===== config.mk =====
export PLATFORM = sky130hd
export DESIGN_NAME = dmagc_top
export DESIGN_NICKNAME = d
export VERILOG_FILES = /design/src/common/dmagc_pkg.sv /design/src/hdl/dmagc_plain_regs.sv /design/src/hdl/dmagc_top.sv
export SDC_FILE = /design/constraint.sdc
export NUM_CORES = 1
export LEC_CHECK = 0
export BUFFER_PORTS_ARGS = -buffer_cell sky130_fd_sc_hd__buf_4
export CORE_MARGIN = 2
export CORE_UTILIZATION = 55
export CTS_BUF_LIST = sky130_fd_sc_hd__clkbuf_16
export CTS_CLUSTER_DIAMETER = 40
export DETAILED_ROUTE_END_ITERATION = 7
export GPL_TIMING_DRIVEN = 0
export HOLD_SLACK_MARGIN = 0.02
export MAX_ROUTING_LAYER = met4
export PLACE_DENSITY = 0.73
export REMOVE_ABC_BUFFERS = 1
export SLEW_MARGIN = 20
export SYNTH_ARGS = -nofsm -noshare
export SYNTH_HDL_FRONTEND = slang
export SYNTH_HIERARCHICAL = 1
export SYNTH_SLANG_ARGS = --single-unit

===== constraint.sdc =====
create_clock -name pclk -period 4 [get_ports pclk]
set_clock_uncertainty 0.2 [all_clocks]
set_input_delay 0 -clock pclk [delete_from_list [all_inputs] [get_ports pclk]]
set_output_delay 0 -clock pclk [all_outputs]
set_load 0.03 [all_outputs]

===== src/common/dmagc_pkg.sv =====
// Shared constants, register map and the write-alias function of the DMA control block
package dmagc_pkg;

    // ------------------------------------------------------------
    // Bus and field widths
    // ------------------------------------------------------------
    localparam int ADDR_W  = 16;
    localparam int PTR_W   = 16;
    localparam int PLAIN_N = 7;

    // ------------------------------------------------------------
    // Register byte offsets
    // ------------------------------------------------------------
    localparam logic [15:0] OFF_GLOBAL_CONTROL   = 16'h3000;
    localparam logic [15:0] OFF_CH2_CELL_PTR     = 16'h3280;
    localparam logic [15:0] OFF_CH2_PATTERN      = 16'h3290;
    localparam logic [15:0] OFF_CH3_CONTROL      = 16'h32A0;
    localparam logic [15:0] OFF_CH3_EVENT_CTRL   = 16'h32B0;
    localparam logic [15:0] OFF_CH3_INT_CTRL     = 16'h32C0;
    localparam logic [15:0] OFF_CH3_SRC_START    = 16'h32D0;
    localparam logic [15:0] OFF_CH3_DST_START    = 16'h32E0;
    localparam logic [15:0] OFF_CH3_SRC_SIZE     = 16'h32F0;
    localparam logic [15:0] OFF_CH3_DST_SIZE     = 16'h3300;
    localparam logic [15:0] OFF_CH3_SRC_PTR      = 16'h3310;
    localparam logic [15:0] OFF_CH3_DST_PTR      = 16'h3320;
    localparam logic [15:0] OFF_CH3_CELL_SIZE    = 16'h3330;
    localparam logic [15:0] OFF_CH3_CELL_PTR     = 16'h3340;
    localparam logic [15:0] OFF_CH3_PATTERN      = 16'h3350;

    // ------------------------------------------------------------
    // Alias kinds, taken from address bits 3:2
    // ------------------------------------------------------------
    localparam logic [1:0] ALIAS_WRITE = 2'h0;
    localparam logic [1:0] ALIAS_CLR   = 2'h1;
    localparam logic [1:0] ALIAS_SET   = 2'h2;
    localparam logic [1:0] ALIAS_INV   = 2'h3;

    // ------------------------------------------------------------
    // Register fields, masks and reset values
    // ------------------------------------------------------------
    localparam int          GC_ON_BIT       = 15;
    localparam int          GC_SUSPEND_BIT  = 12;
    localparam int          GC_BUSY_BIT     = 11;
    localparam logic [31:0] GC_WR_MASK      = 32'h0000_9000;
    localparam int          CON_BUSY_BIT    = 15;
    localparam int          CON_CHEN_BIT    = 7;
    localparam int          CON_AEN_BIT     = 4;
    localparam logic [31:0] CON_WR_MASK     = 32'h0000_01F7;
    localparam int          ECON_FORCE_BIT  = 7;
    localparam int          ECON_ABORT_BIT  = 6;
    localparam logic [31:0] ECON_WR_MASK    = 32'h00FF_FFF8;
    localparam logic [31:0] ECON_STORE_MASK = 32'h00FF_FF38;
    localparam logic [31:0] ECON_RESET      = 32'h00FF_FF00;
    localparam int          INT_CELL_BIT    = 2;
    localparam int          INT_BLOCK_BIT   = 3;
    localparam logic [31:0] INT_WR_MASK     = 32'h00FF_00FF;
    localparam logic [31:0] REG_RESET       = 32'h0000_0000;

    // Plain words: 0 ch2 pattern, 1 src start, 2 dst start, 3 src size,
    // 4 dst size, 5 cell size, 6 ch3 pattern
    localparam logic [PLAIN_N-1:0][15:0] PLAIN_OFF = {
        OFF_CH3_PATTERN, OFF_CH3_CELL_SIZE, OFF_CH3_DST_SIZE, OFF_CH3_SRC_SIZE,
        OFF_CH3_DST_START, OFF_CH3_SRC_START, OFF_CH2_PATTERN};
    localparam logic [PLAIN_N-1:0][31:0] PLAIN_MASK = {
        32'h0000_00FF, 32'h0000_FFFF, 32'h0000_FFFF, 32'h0000_FFFF,
        32'hFFFF_FFFF, 32'hFFFF_FFFF, 32'h0000_00FF};

    // Register select codes
    localparam logic [3:0] SEL_GLOBAL = 4'h7;
    localparam logic [3:0] SEL_CON    = 4'h8;
    localparam logic [3:0] SEL_ECON   = 4'h9;
    localparam logic [3:0] SEL_INT    = 4'hA;
    localparam logic [3:0] SEL_SPTR   = 4'hB;
    localparam logic [3:0] SEL_DPTR   = 4'hC;
    localparam logic [3:0] SEL_CPTR3  = 4'hD;
    localparam logic [3:0] SEL_CPTR2  = 4'hE;
    localparam logic [3:0] SEL_NONE   = 4'hF;

    // In the clear, set and invert aliases zero bits of wdata leave the register alone; only masked bits move
    function automatic logic [31:0] alias_apply(input logic [31:0] old, input logic [31:0] wd,
                                                input logic [1:0] kind, input logic [31:0] mask);
        logic [31:0] v;
        v = wd;
        unique case (kind)
            ALIAS_WRITE: v = wd;
            ALIAS_CLR:   v = old & ~wd;
            ALIAS_SET:   v = old | wd;
            ALIAS_INV:   v = old ^ wd;
        endcase
        return (v & mask) | (old & ~mask);
    endfunction : alias_apply

endpackage : dmagc_pkg


===== src/hdl/dmagc_plain_regs.sv =====
// Plain read/write configuration words of the DMA channel register set
`timescale 1ns/1ns
module dmagc_plain_regs (
    // Clock and reset
    input  wire logic                                  pclk,
    input  wire logic                                  presetn,
    input  wire logic                                  ce,
    // Write port
    input  wire logic                                  wr_en,
    input  wire logic [2:0]                            wr_idx,
    input  wire logic [1:0]                            wr_kind,
    input  wire logic [31:0]                           wr_data,
    // Stored words
    output logic      [dmagc_pkg::PLAIN_N-1:0][31:0]   words
);

    always_ff @(posedge pclk or negedge presetn) begin
        if (!presetn) begin
            for (int i = 0; i < dmagc_pkg::PLAIN_N; i++) begin
                words[i] <= dmagc_pkg::REG_RESET;
            end
        end else if (ce && wr_en) begin
            // Unimplemented bits never take a write
            words[wr_idx] <= dmagc_pkg::alias_apply(words[wr_idx], wr_data, wr_kind,
                                                    dmagc_pkg::PLAIN_MASK[wr_idx]);
        end
    end

endmodule : dmagc_plain_regs


===== src/hdl/dmagc_top.sv =====
// DMA global control and channel register set with a minimal channel 3 stepping engine
//
// Notes on behaviour
// - Each register has clear, set and invert aliases at +0x4, +0x8, +0xC.
// - Global enable bit 15 switches the whole DMA module on or off.
// - Suspend bit 12 stops all DMA transfers, leaving the data bus to the CPU.
// - Busy bit 11 reads one while active, zero when disabled and idle.
// - Unimplemented bits ignore writes and read as zero.
// - Reset clears every register; event control resets to 00FF_FF00.
//
// Register access over APB was decided locally.
`timescale 1ns/1ns
module dmagc_top (
    // Clock, reset and freeze
    input  wire logic        pclk,
    input  wire logic        presetn,
    input  wire logic        ce,
    // APB slave
    input  wire logic        psel,
    input  wire logic        penable,
    input  wire logic        pwrite,
    input  wire logic [15:0] paddr,
    input  wire logic [31:0] pwdata,
    output logic      [31:0] prdata,
    output logic             pready,
    output logic             pslverr,
    // Data bus side, same clock as the arbiter
    output logic             dma_bus_req,
    input  wire logic        bus_grant,
    output logic      [31:0] dma_src_addr,
    output logic      [31:0] dma_dst_addr,
    // Status
    output logic             module_active_flag
);

    // ------------------------------------------------------------
    // Address decode
    // ------------------------------------------------------------
    function automatic logic [3:0] reg_sel(input logic [15:0] a);
        logic [15:0] base;
        logic [3:0]  s;
        base = {a[15:4], 4'h0};
        s    = dmagc_pkg::SEL_NONE;
        for (int i = 0; i < dmagc_pkg::PLAIN_N; i++) begin
            if (base == dmagc_pkg::PLAIN_OFF[i]) begin
                s = 4'(i);
            end
        end
        unique case (base)
            dmagc_pkg::OFF_GLOBAL_CONTROL: s = dmagc_pkg::SEL_GLOBAL;
            dmagc_pkg::OFF_CH3_CONTROL:    s = dmagc_pkg::SEL_CON;
            dmagc_pkg::OFF_CH3_EVENT_CTRL: s = dmagc_pkg::SEL_ECON;
            dmagc_pkg::OFF_CH3_INT_CTRL:   s = dmagc_pkg::SEL_INT;
            dmagc_pkg::OFF_CH3_SRC_PTR:    s = dmagc_pkg::SEL_SPTR;
            dmagc_pkg::OFF_CH3_DST_PTR:    s = dmagc_pkg::SEL_DPTR;
            dmagc_pkg::OFF_CH3_CELL_PTR:   s = dmagc_pkg::SEL_CPTR3;
            dmagc_pkg::OFF_CH2_CELL_PTR:   s = dmagc_pkg::SEL_CPTR2;
            default: ;
        endcase
        return s;
    endfunction : reg_sel

    // Pointer step that wraps at the programmed size; size 0 means 65536
    function automatic logic [15:0] ptr_step(input logic [15:0] p, input logic [15:0] size);
        return (16'(p + 16'h0001) == size) ? 16'h0000 : 16'(p + 16'h0001);
    endfunction : ptr_step

    // ------------------------------------------------------------
    // Declarations
    // ------------------------------------------------------------
    logic [3:0]                                 sel;
    logic [1:0]                                 kind;
    logic                                       wr;
    logic                                       setup;
    logic [dmagc_pkg::PLAIN_N-1:0][31:0]        words;
    logic                                       on_r;
    logic                                       suspend_r;
    logic [31:0]                                con_r;
    logic [31:0]                                econ_r;
    logic [31:0]                                int_r;
    logic [15:0]                                spt_r;
    logic [15:0]                                dpt_r;
    logic [15:0]                                cpt_r;
    logic                                       beat_act_r;
    logic [31:0]                                prdata_r;
    logic                                       err_r;
    logic [31:0]                                econ_wv;
    logic [31:0]                                glob_wv;
    logic                                       force_now;
    logic                                       abort_now;
    logic                                       run;
    logic                                       beat;
    logic                                       cell_done;
    logic                                       block_done;
    logic [31:0]                                glob_rd;
    logic [31:0]                                con_rd;
    logic [31:0]                                rd_val;

    assign sel   = reg_sel(paddr);
    assign kind  = paddr[3:2];
    assign setup = psel && !penable && ce;
    assign wr    = psel && penable && pwrite && ce && (sel != dmagc_pkg::SEL_NONE);

    // ------------------------------------------------------------
    // Plain configuration words
    // ------------------------------------------------------------
    dmagc_plain_regs u_plain (
        .pclk    (pclk),
        .presetn (presetn),
        .ce      (ce),
        .wr_en   (wr && (sel < 4'(dmagc_pkg::PLAIN_N))),
        .wr_idx  (sel[2:0]),
        .wr_kind (kind),
        .wr_data (pwdata),
        .words   (words)
    );

    // ------------------------------------------------------------
    // Global control
    // ------------------------------------------------------------
    always_ff @(posedge pclk or negedge presetn) begin
        if (!presetn) begin
            on_r      <= 1'b0;
            suspend_r <= 1'b0;
        end else if (ce && wr && sel == dmagc_pkg::SEL_GLOBAL) begin
            on_r      <= glob_wv[dmagc_pkg::GC_ON_BIT];
            suspend_r <= glob_wv[dmagc_pkg::GC_SUSPEND_BIT];
        end
    end

    // Busy and reserved bits fall outside the write mask, so they never store
    assign glob_wv = dmagc_pkg::alias_apply(glob_rd, pwdata, kind, dmagc_pkg::GC_WR_MASK);

    // Busy stays up for the beat in flight after enable drops
    always_ff @(posedge pclk or negedge presetn) begin
        if (!presetn) begin
            beat_act_r <= 1'b0;
        end else if (ce) begin
            beat_act_r <= beat;
        end
    end

    assign module_active_flag = on_r || beat_act_r;

    always_comb begin
        glob_rd = '0;
        glob_rd[dmagc_pkg::GC_ON_BIT]      = on_r;
        glob_rd[dmagc_pkg::GC_SUSPEND_BIT] = suspend_r;
        glob_rd[dmagc_pkg::GC_BUSY_BIT]    = module_active_flag;
    end

    // ------------------------------------------------------------
    // Channel 3 event control
    // ------------------------------------------------------------
    // Force and abort are strobes: acted on, never stored
    assign econ_wv   = dmagc_pkg::alias_apply(econ_r, pwdata, kind, dmagc_pkg::ECON_WR_MASK);
    assign force_now = wr && sel == dmagc_pkg::SEL_ECON && econ_wv[dmagc_pkg::ECON_FORCE_BIT];
    assign abort_now = wr && sel == dmagc_pkg::SEL_ECON && econ_wv[dmagc_pkg::ECON_ABORT_BIT];

    always_ff @(posedge pclk or negedge presetn) begin
        if (!presetn) begin
            econ_r <= dmagc_pkg::ECON_RESET;
        end else if (ce && wr && sel == dmagc_pkg::SEL_ECON) begin
            econ_r <= econ_wv & dmagc_pkg::ECON_STORE_MASK;
        end
    end

    // ------------------------------------------------------------
    // Channel 3 control
    // ------------------------------------------------------------
    always_ff @(posedge pclk or negedge presetn) begin
        if (!presetn) begin
            con_r <= dmagc_pkg::REG_RESET;
        end else if (ce) begin
            if (wr && sel == dmagc_pkg::SEL_CON) begin
                con_r <= dmagc_pkg::alias_apply(con_r, pwdata, kind, dmagc_pkg::CON_WR_MASK);
            end
            // Engine takes priority over a same-cycle software write
            if (abort_now || (block_done && !con_r[dmagc_pkg::CON_AEN_BIT])) begin
                con_r[dmagc_pkg::CON_CHEN_BIT] <= 1'b0;
            end else if (force_now) begin
                con_r[dmagc_pkg::CON_CHEN_BIT] <= 1'b1;
            end
        end
    end

    always_comb begin
        con_rd = con_r & dmagc_pkg::CON_WR_MASK;
        con_rd[dmagc_pkg::CON_BUSY_BIT] = run;
    end

    // ------------------------------------------------------------
    // Transfer stepping
    // ------------------------------------------------------------
    assign run         = on_r && !suspend_r && con_r[dmagc_pkg::CON_CHEN_BIT];
    assign dma_bus_req = run;
    assign beat        = run && bus_grant && ce && !abort_now;
    assign cell_done   = beat && ptr_step(cpt_r, words[5][15:0]) == 16'h0000;
    assign block_done  = beat && ptr_step(dpt_r, words[4][15:0]) == 16'h0000;

    // Pointers move only on a granted beat or an abort clear, so suspend resumes in place
    always_ff @(posedge pclk or negedge presetn) begin
        if (!presetn) begin
            spt_r <= '0;
            dpt_r <= '0;
            cpt_r <= '0;
        end else if (ce) begin
            if (abort_now) begin
                spt_r <= '0;
                dpt_r <= '0;
                cpt_r <= '0;
            end else if (beat) begin
                spt_r <= ptr_step(spt_r, words[3][15:0]);
                dpt_r <= ptr_step(dpt_r, words[4][15:0]);
                cpt_r <= ptr_step(cpt_r, words[5][15:0]);
            end
        end
    end

    always_ff @(posedge pclk or negedge presetn) begin
        if (!presetn) begin
            dma_src_addr <= '0;
            dma_dst_addr <= '0;
        end else if (ce && beat) begin
            dma_src_addr <= words[1] + 32'(spt_r);
            dma_dst_addr <= words[2] + 32'(dpt_r);
        end
    end

    // ------------------------------------------------------------
    // Channel 3 interrupt flags and enables
    // ------------------------------------------------------------
    // A completion in the cycle of a clear keeps its flag
    always_ff @(posedge pclk or negedge presetn) begin
        if (!presetn) begin
            int_r <= dmagc_pkg::REG_RESET;
        end else if (ce) begin
            int_r <= ((wr && sel == dmagc_pkg::SEL_INT)
                      ? dmagc_pkg::alias_apply(int_r, pwdata, kind, dmagc_pkg::INT_WR_MASK)
                      : int_r)
                     | (32'(cell_done) << dmagc_pkg::INT_CELL_BIT)
                     | (32'(block_done) << dmagc_pkg::INT_BLOCK_BIT);
        end
    end

    // ------------------------------------------------------------
    // Read path, captured in the setup cycle
    // ------------------------------------------------------------
    always_comb begin
        rd_val = '0;
        unique case (sel)
            dmagc_pkg::SEL_GLOBAL: rd_val = glob_rd;
            dmagc_pkg::SEL_CON:    rd_val = con_rd;
            dmagc_pkg::SEL_ECON:   rd_val = econ_r;
            dmagc_pkg::SEL_INT:    rd_val = int_r;
            dmagc_pkg::SEL_SPTR:   rd_val = 32'(spt_r);
            dmagc_pkg::SEL_DPTR:   rd_val = 32'(dpt_r);
            dmagc_pkg::SEL_CPTR3:  rd_val = 32'(cpt_r);
            dmagc_pkg::SEL_CPTR2:  rd_val = '0;
            dmagc_pkg::SEL_NONE:   rd_val = '0;
            default:               rd_val = words[sel[2:0]];
        endcase
    end

    always_ff @(posedge pclk or negedge presetn) begin
        if (!presetn) begin
            prdata_r <= '0;
            err_r    <= 1'b0;
        end else if (setup) begin
            prdata_r <= rd_val;
            err_r    <= sel == dmagc_pkg::SEL_NONE;
        end
    end

    // No wait states; a frozen block holds the access open
    assign prdata  = prdata_r;
    assign pready  = ce;
    assign pslverr = psel && penable && err_r;
endmodule : dmagc_top


==> run metrics, run 1 <==
Final Hold Viols 0; WP depth 13; # setup viols final 0; Post-DP HPWL 67300 um; Via Count 26736; Sw Share 25.0%; critical path class primary input to register; Die Height 234 um; CTS sink count 415; Arr. time, crit path 4.28 ns; DIE WIDTH 234 um; Unique masters post-synth 101; Max IR drop VDD 300 uV; drt wl/cell 24.3 um; CTS buffer count 75; critical path, cell by cell buf_4 -> nor2_1 -> nand2_1 -> dlygate4sd3_1 -> nor3_4 -> a2111oi_0 -> nand2b_1 -> nor4_2 -> buf_2 -> nand2_1 -> dlygate4sd3_1 -> o21ai_1 -> dlygate4sd3_1; post-route ant nets 0; commonest cells after routing, fill and taps aside 397 x dfrtp_1, 391 x nand2_1, 248 x nor2_1, 197 x a21oi_1, 194 x inv_1; largest area contributor in the netlist dfrtp_1; actual slew at the worst max-slew pin 1.12 ns; Reg2Reg Depth 9; H-tree levels 3; Syn Std Cell Area 29200 um2; number of port buffers 152; register area 10400 um2; Routability Congestion ~0.96; flops & latches, synth 415; Syn Area/Cell 9.01 um2; r2r startpoint dpt_r[4]; largest net degree at the start of global routing between 100 and 150; Synth area leaders dfrtp_1 34%, ha_1 8.2%, mux4_2 5.9%; period utilisation layout 98.5%; combinational power share 6.3%; Core ar. 52400 um2; 1st-pass router iterations 7; slew margin rel. 23.6%; multi-input logic area 17300 um2; hold path cells 6; maximum fanout along the worst path 16; CP peak stage delay between 0.6 and 0.7 ns; Crit. End Element register; via/cell ratio 6.56; Worst EP required 4.34 ns; fmax 254 MHz; hold path startpoint paddr[10]; Clock power frac 55.8%; clk root buf clkbuf_16; first-pass GRT wire length 150000 um; initial DRC count 3482; critical path buffer and inverter count 5; Top Ports 155; Final WS setup between 0.05 and 0.06 ns; Synth Instances 3237; worst skew pair latency between 0.6 and 0.7 ns; Layout area overhead 18.3%; PwrDens 325 nW/um2; Worst Hold Path EP prdata[16]; DRC viols 0; Yosys top cell area share 34.2%; Max Slew Vio Count 0; Max clock buf depth 3; Worst path most repeated cell dlygate4sd3_1; Ys Warns 6; slowest CP cell dlygate4sd3_1; Sequential Power Share 37.9%; GRT Residual Overflow 0; nets ~3600; Startpoint Class primary input; initial antenna violation count 1; Final Routed Wirelength 99100 um; asr flop ratio synth 100%; post-synthesis sequential area ratio a little over a third; most common cell after layout, fill and taps aside dfrtp_1; Reg clk slew, reported paths around 0.050 ns; Lkg Pwr 16.1 nW; Total Power around 11 mW; setup slack, reg-to-reg 0.17 ns; FP Rows between 80 and 90; CTS tree yes; worst reg2reg endpoint dma_dst_addr[31]; min-delay worst type primary input to register; dpl ws -1.69 ns; minimum clock period 3.94 ns; FILL cells a little over 4000; outcome finished clean; die area 54900 um2; Starting Density between 50 and 60%; GR Util All Layers between 30% and 40%; predominant post-synthesis flop cell dfrtp_1; vias in the first global route 25885; fraction of layout cells with a size suffix above 1 around 17%; Post-synth EDFFs 0; Largest delay share family, worst path buffers and inverters; Psw about 2.8 mW; number of max-cap violations 0; Internal Power 8.41 mW
-- synth_stat cells, types with 11 or more instances --
cell type	count
dfrtp_1	399
nand2_1	393
nor2_1	257
a21oi_1	198
ha_1	190
inv_1	182
clkbuf_1	178
o21ai_0	152
mux2i_1	80
o21ai_1	80
mux4_2	76
nand3_1	70
buf_2	67
xnor2_1	62
o31ai_1	55
xor2_1	55
nor3_1	50
a22oi_1	49
a211oi_1	46
mux2_2	44
a31oi_1	32
nor2b_1	31
nand2b_1	28
and3_1	27
a221o_1	26
nor3b_1	25
a21o_1	22
nand4_1	21
o211ai_1	19
and2_1	16
dfstp_2	16
nor4_1	15
nand3b_1	13
a222oi_1	11
buf_6	11
o21a_1	11
or3_1	11
-- power groups by stage --
stage               registers (mW)  logic (mW)  clock network (mW)
floorplan                     4.35       0.257                   0
finish                        4.25       0.705                6.25
CTS                           4.25       0.696                6.29
global route                  4.25       0.772                6.51
detailed placement            4.32       0.635                   0
global placement              4.32       0.584                   0
-- metal layers --
metal,track usage [%],wire length [um],up-vias
met3,8.32,11200,384
met4,20.1,5940,0
met5,-,0,-
li1,-,-,11762
met2,53.5,43600,1604
met1,48.3,38400,12986
-- what timing repair did --
action                                  4_1_cts  5_1_grt
gates resized for setup                      21       28
endpoints found under the hold margin       481        0
setup buffers                                 2        9
pin swaps                                     3        5
gates cloned                                  2        3
hold buffers                                 64        0
endpoints found under the setup margin      192      181
-- state kept, by name (all words and copies together), names as in the netlist, 8 cells and up --
name,flops
con_r,8
econ_r,19
int_r,16
dma_dst_addr,32
cpt_r,16
prdata,32
u_plain/words,224
dpt_r,16
dma_src_addr,32
spt_r,16
-- tightest hold or removal path, cell delays in order --
cell and delay [ns]:
buf_4 0.11, nor3b_4 0.09, o2111a_4 0.18, buf_12 0.17, a21oi_1 0.15, a221o_1 0.14
-- cell families (layout without fill, tap and decap cells) --
kind of cell,after synthesis,in the layout,synth area share [%]
AO/OA/AOI/OAI,816,817,18.1
XOR/XNOR,119,119,3.67
adder cells (fa/ha/maj),192,192,8.29
buffers and inverters,461,606,6.63
flip-flops,415,415,35.7
multiplexers,214,214,11.0
other,0,2,0
AND/OR/NAND/NOR,1020,1024,16.6
-- final cells by class --
cell class                 count  area share (%)
antenna                        2          0.0145
clock buffer                  77            5.58
clock inverter                63            1.50
inverter                     187            2.07
multi-input combinational   2366            50.1
sequential                   415            30.2
tap                          688            2.49
timing repair buffer         279            8.09
-- how the worst max path moves through the flow --
stage / from / endpoint / slack (ns)
after floorplan: paddr[11] / u_plain/words[41] / -4.29
after global placement: paddr[11] / u_plain/words[41] / -8.98
after detailed placement: paddr[15] / u_plain/words[125] / -1.69
after CTS: cpt_r[0] / cpt_r[2] / 0.01
after global routing: paddr[5] / u_plain/words[19] / -0.04
final: paddr[5] / econ_r[11] / 0.06
-- metrics by stage --
stage	std cells	utilization, %	hold WS (ns)	instance area (um2)	setup TNS [ns]
3_5_place_dp	3855	59.2	-0.222	31000	-207.90
4_1_cts	4063	65.3	0.0220	34300	0
5_1_grt	4076	65.8	0.0964	34500	-0.153
2_1_floorplan	2963	-	-0.496	27900	-861.70
3_3_place_gp	3803	57.1	0.174	29900	-3026.57
6_report	4077	65.8	0.0710	34500	0
Power figures use the tool's default switching activity.
==> inputs of run 2 (changes only) <==
Settings changed: GPL_TIMING_DRIVEN 0 to 1.
==> run 2 against run 1 <==
Compared with the run above:
- core utilization is 0.66 points higher
- count of clock-buffer cells in the layout is 6 higher
- global-route usage is 0.80 points higher
- setup slack better by 0.088 ns
- first-iteration DRC count fell by 11%
- combinational power grew 2%
- power is 5.8% higher
- fmax is 2.3% higher
- cell area rose by 1.0%
- via count decreased by 0.68%
- critical path type unchanged
- critical endpoint is now u_plain/words[73]
==> run metrics, run 2 (synthesized netlist as in run 1, its figures left out) <==
CP peak stage delay 0.56 ns; routing usage on met2 between 50 and 60%; Max IR drop VDD 295 uV; final std cells w/o fill 4167; Placed Cells between 3000 and 4000; post-route ant nets 0; clk root buf clkbuf_16; PwrDens around 340 nW/um2; Startpoint Class primary input; first-pass GRT wire length 152000 um; Largest register FFs about 220; critical path class primary input to register; 1st-pass router iterations 8; initial antenna violation count 2; Reg clk slew, reported paths 0.06 ns; FP Rows 84; actual slew at the worst max-slew pin 1.01 ns; maximum fanout along the worst path 9; grt met3 use under 10%; CTS tree yes; vias in the first global route 25604; hold_ws a little over 0.05 ns; Final Routed Wirelength between 100000 and 150000 um; drt wl/cell 24.2 um; CTS sink count a little over 400; number of max-cap violations 0; DRC viols 0; Lkg Pwr 16.3 nW; Die Height 234 um; Starting Density approximately 56%; fmax 260 MHz; DIE WIDTH 234 um; initial DRC count ~3100; unrepaired setup endpoints after global routing false; die area 54900 um2; Crit. End Element register; GR Util All Layers 37.8%; commonest cells after routing, fill and taps aside 399 x dfrtp_1, 391 x nand2_1, 284 x buf_4, 251 x nor2_1, 196 x a21oi_1; worst skew pair latency 0.62 ns; period utilisation layout between 90% and 100%; Routability Congestion 0.975; Top Ports around 160; via/cell ratio around 6.4; critical path, cell by cell dlygate4sd3_1 -> buf_4 -> nor2_1 -> dlygate4sd3_1 -> nand2_1 -> a21oi_2 -> or3_4 -> buf_4 -> and3b_1 -> a22o_1 -> or3_1 -> ha_1 -> mux4_2 -> nor2_1 -> o31ai_1; largest net degree at the start of global routing 125; slew margin rel. 32.8%; Layout area overhead 19.5%; Max Slew Vio Count 0; Core ar. roughly 52000 um2; Arr. time, crit path a little over 4 ns; nets roughly 3700; CTS buffer count 80; GRT Max-Usage Layer met2; Max clock buf depth 3; Worst EP required 4.28 ns; fraction of layout cells with a size suffix above 1 a little under a fifth; Final Hold Viols 0; # setup viols final 0; slowest CP cell dlygate4sd3_1; most common cell after layout, fill and taps aside dfrtp_1; Via Count 26553; GRT Residual Overflow 0; minimum clock period between 3 and 4 ns; number of port buffers ~150; outcome finished clean; min-delay worst type primary input to register; GRT met1 Usage about half; H-tree levels 3; Post-DP HPWL 71400 um; Top reg by flops u_plain/words
==> run 2: path summary, 6_finish.rpt <==
| kind | startpoint | to | slack, ns | cells after the start |
|---|---|---|---|---|
| min | paddr[11] | prdata[13] | 0.05 | 6 |
| min in group asynchronous | presetn | econ_r[20] | 0.42 | 3 |
| max | paddr[8] | u_plain/words[73] | 0.15 | 15 |
| max in group asynchronous | presetn | dma_dst_addr[6] | 2.62 | 5 |
| max reg2reg | u_plain/words[64] | dma_dst_addr[24] | 0.21 | 11 |
| min reg2reg | u_plain/words[214] | u_plain/words[214] | 0.19 | 0 |
==> run 2: per-layer routing <==
layer  routed length [um]  share of wire, %
met4                 4280               4.2
met1                41000                41
met2                44500                44
met5                    0                 0
met3                11200                11
==> run 2: repair_timing <==
item	CTS	global route
gates resized for setup	0	14
endpoints found under the setup margin	0	64
hold buffers	62	0
setup buffers	0	7
endpoints found under the hold margin	622	0
==> run 2: worst max-delay path, delay by kind of cell <==
kind	cells	cell delay [ns]
AO/OA/AOI/OAI	3	0.61
buffers and inverters	4	1.47
adder cells (fa/ha/maj)	1	0.19
multiplexers	1	0.45
AND/OR/NAND/NOR	6	1.41
==> run 2: layout make-up <==
class	count	area, um2
clock inverters	63	663
repair buffers	367	3170
inverters	187	704
flip-flops and latches	415	10400
fillers	4197	17600
well taps	688	861
clock buffers	83	2080
multi-input cells	2361	17000
diodes	3	7.51
==> run 2: power breakdown <==
group	switching, mW	internal, mW	leakage [nW]	total [mW]
sequential	0.0221	4.23	5.55	4.25
combinational	0.437	0.281	9.45	0.718
clock	2.45	4.44	1.30	6.89
total	2.91	8.95	16.3	11.9
==> run 2: metrics by stage <==
step	setup slack [ns]	total power, mW	utilization, %	setup TNS [ns]	cell area (um2)
finish	0.148	11.9	66.5	0	34900
global route	0.00841	12.2	66.5	0	34900
CTS	0.0692	11.9	66.2	0	34700
detailed placement	0.0579	4.98	59.7	0	31300
global placement	0.147	4.95	59.7	0	31300
floorplan	-4.29	4.61	-	-861.70	27900
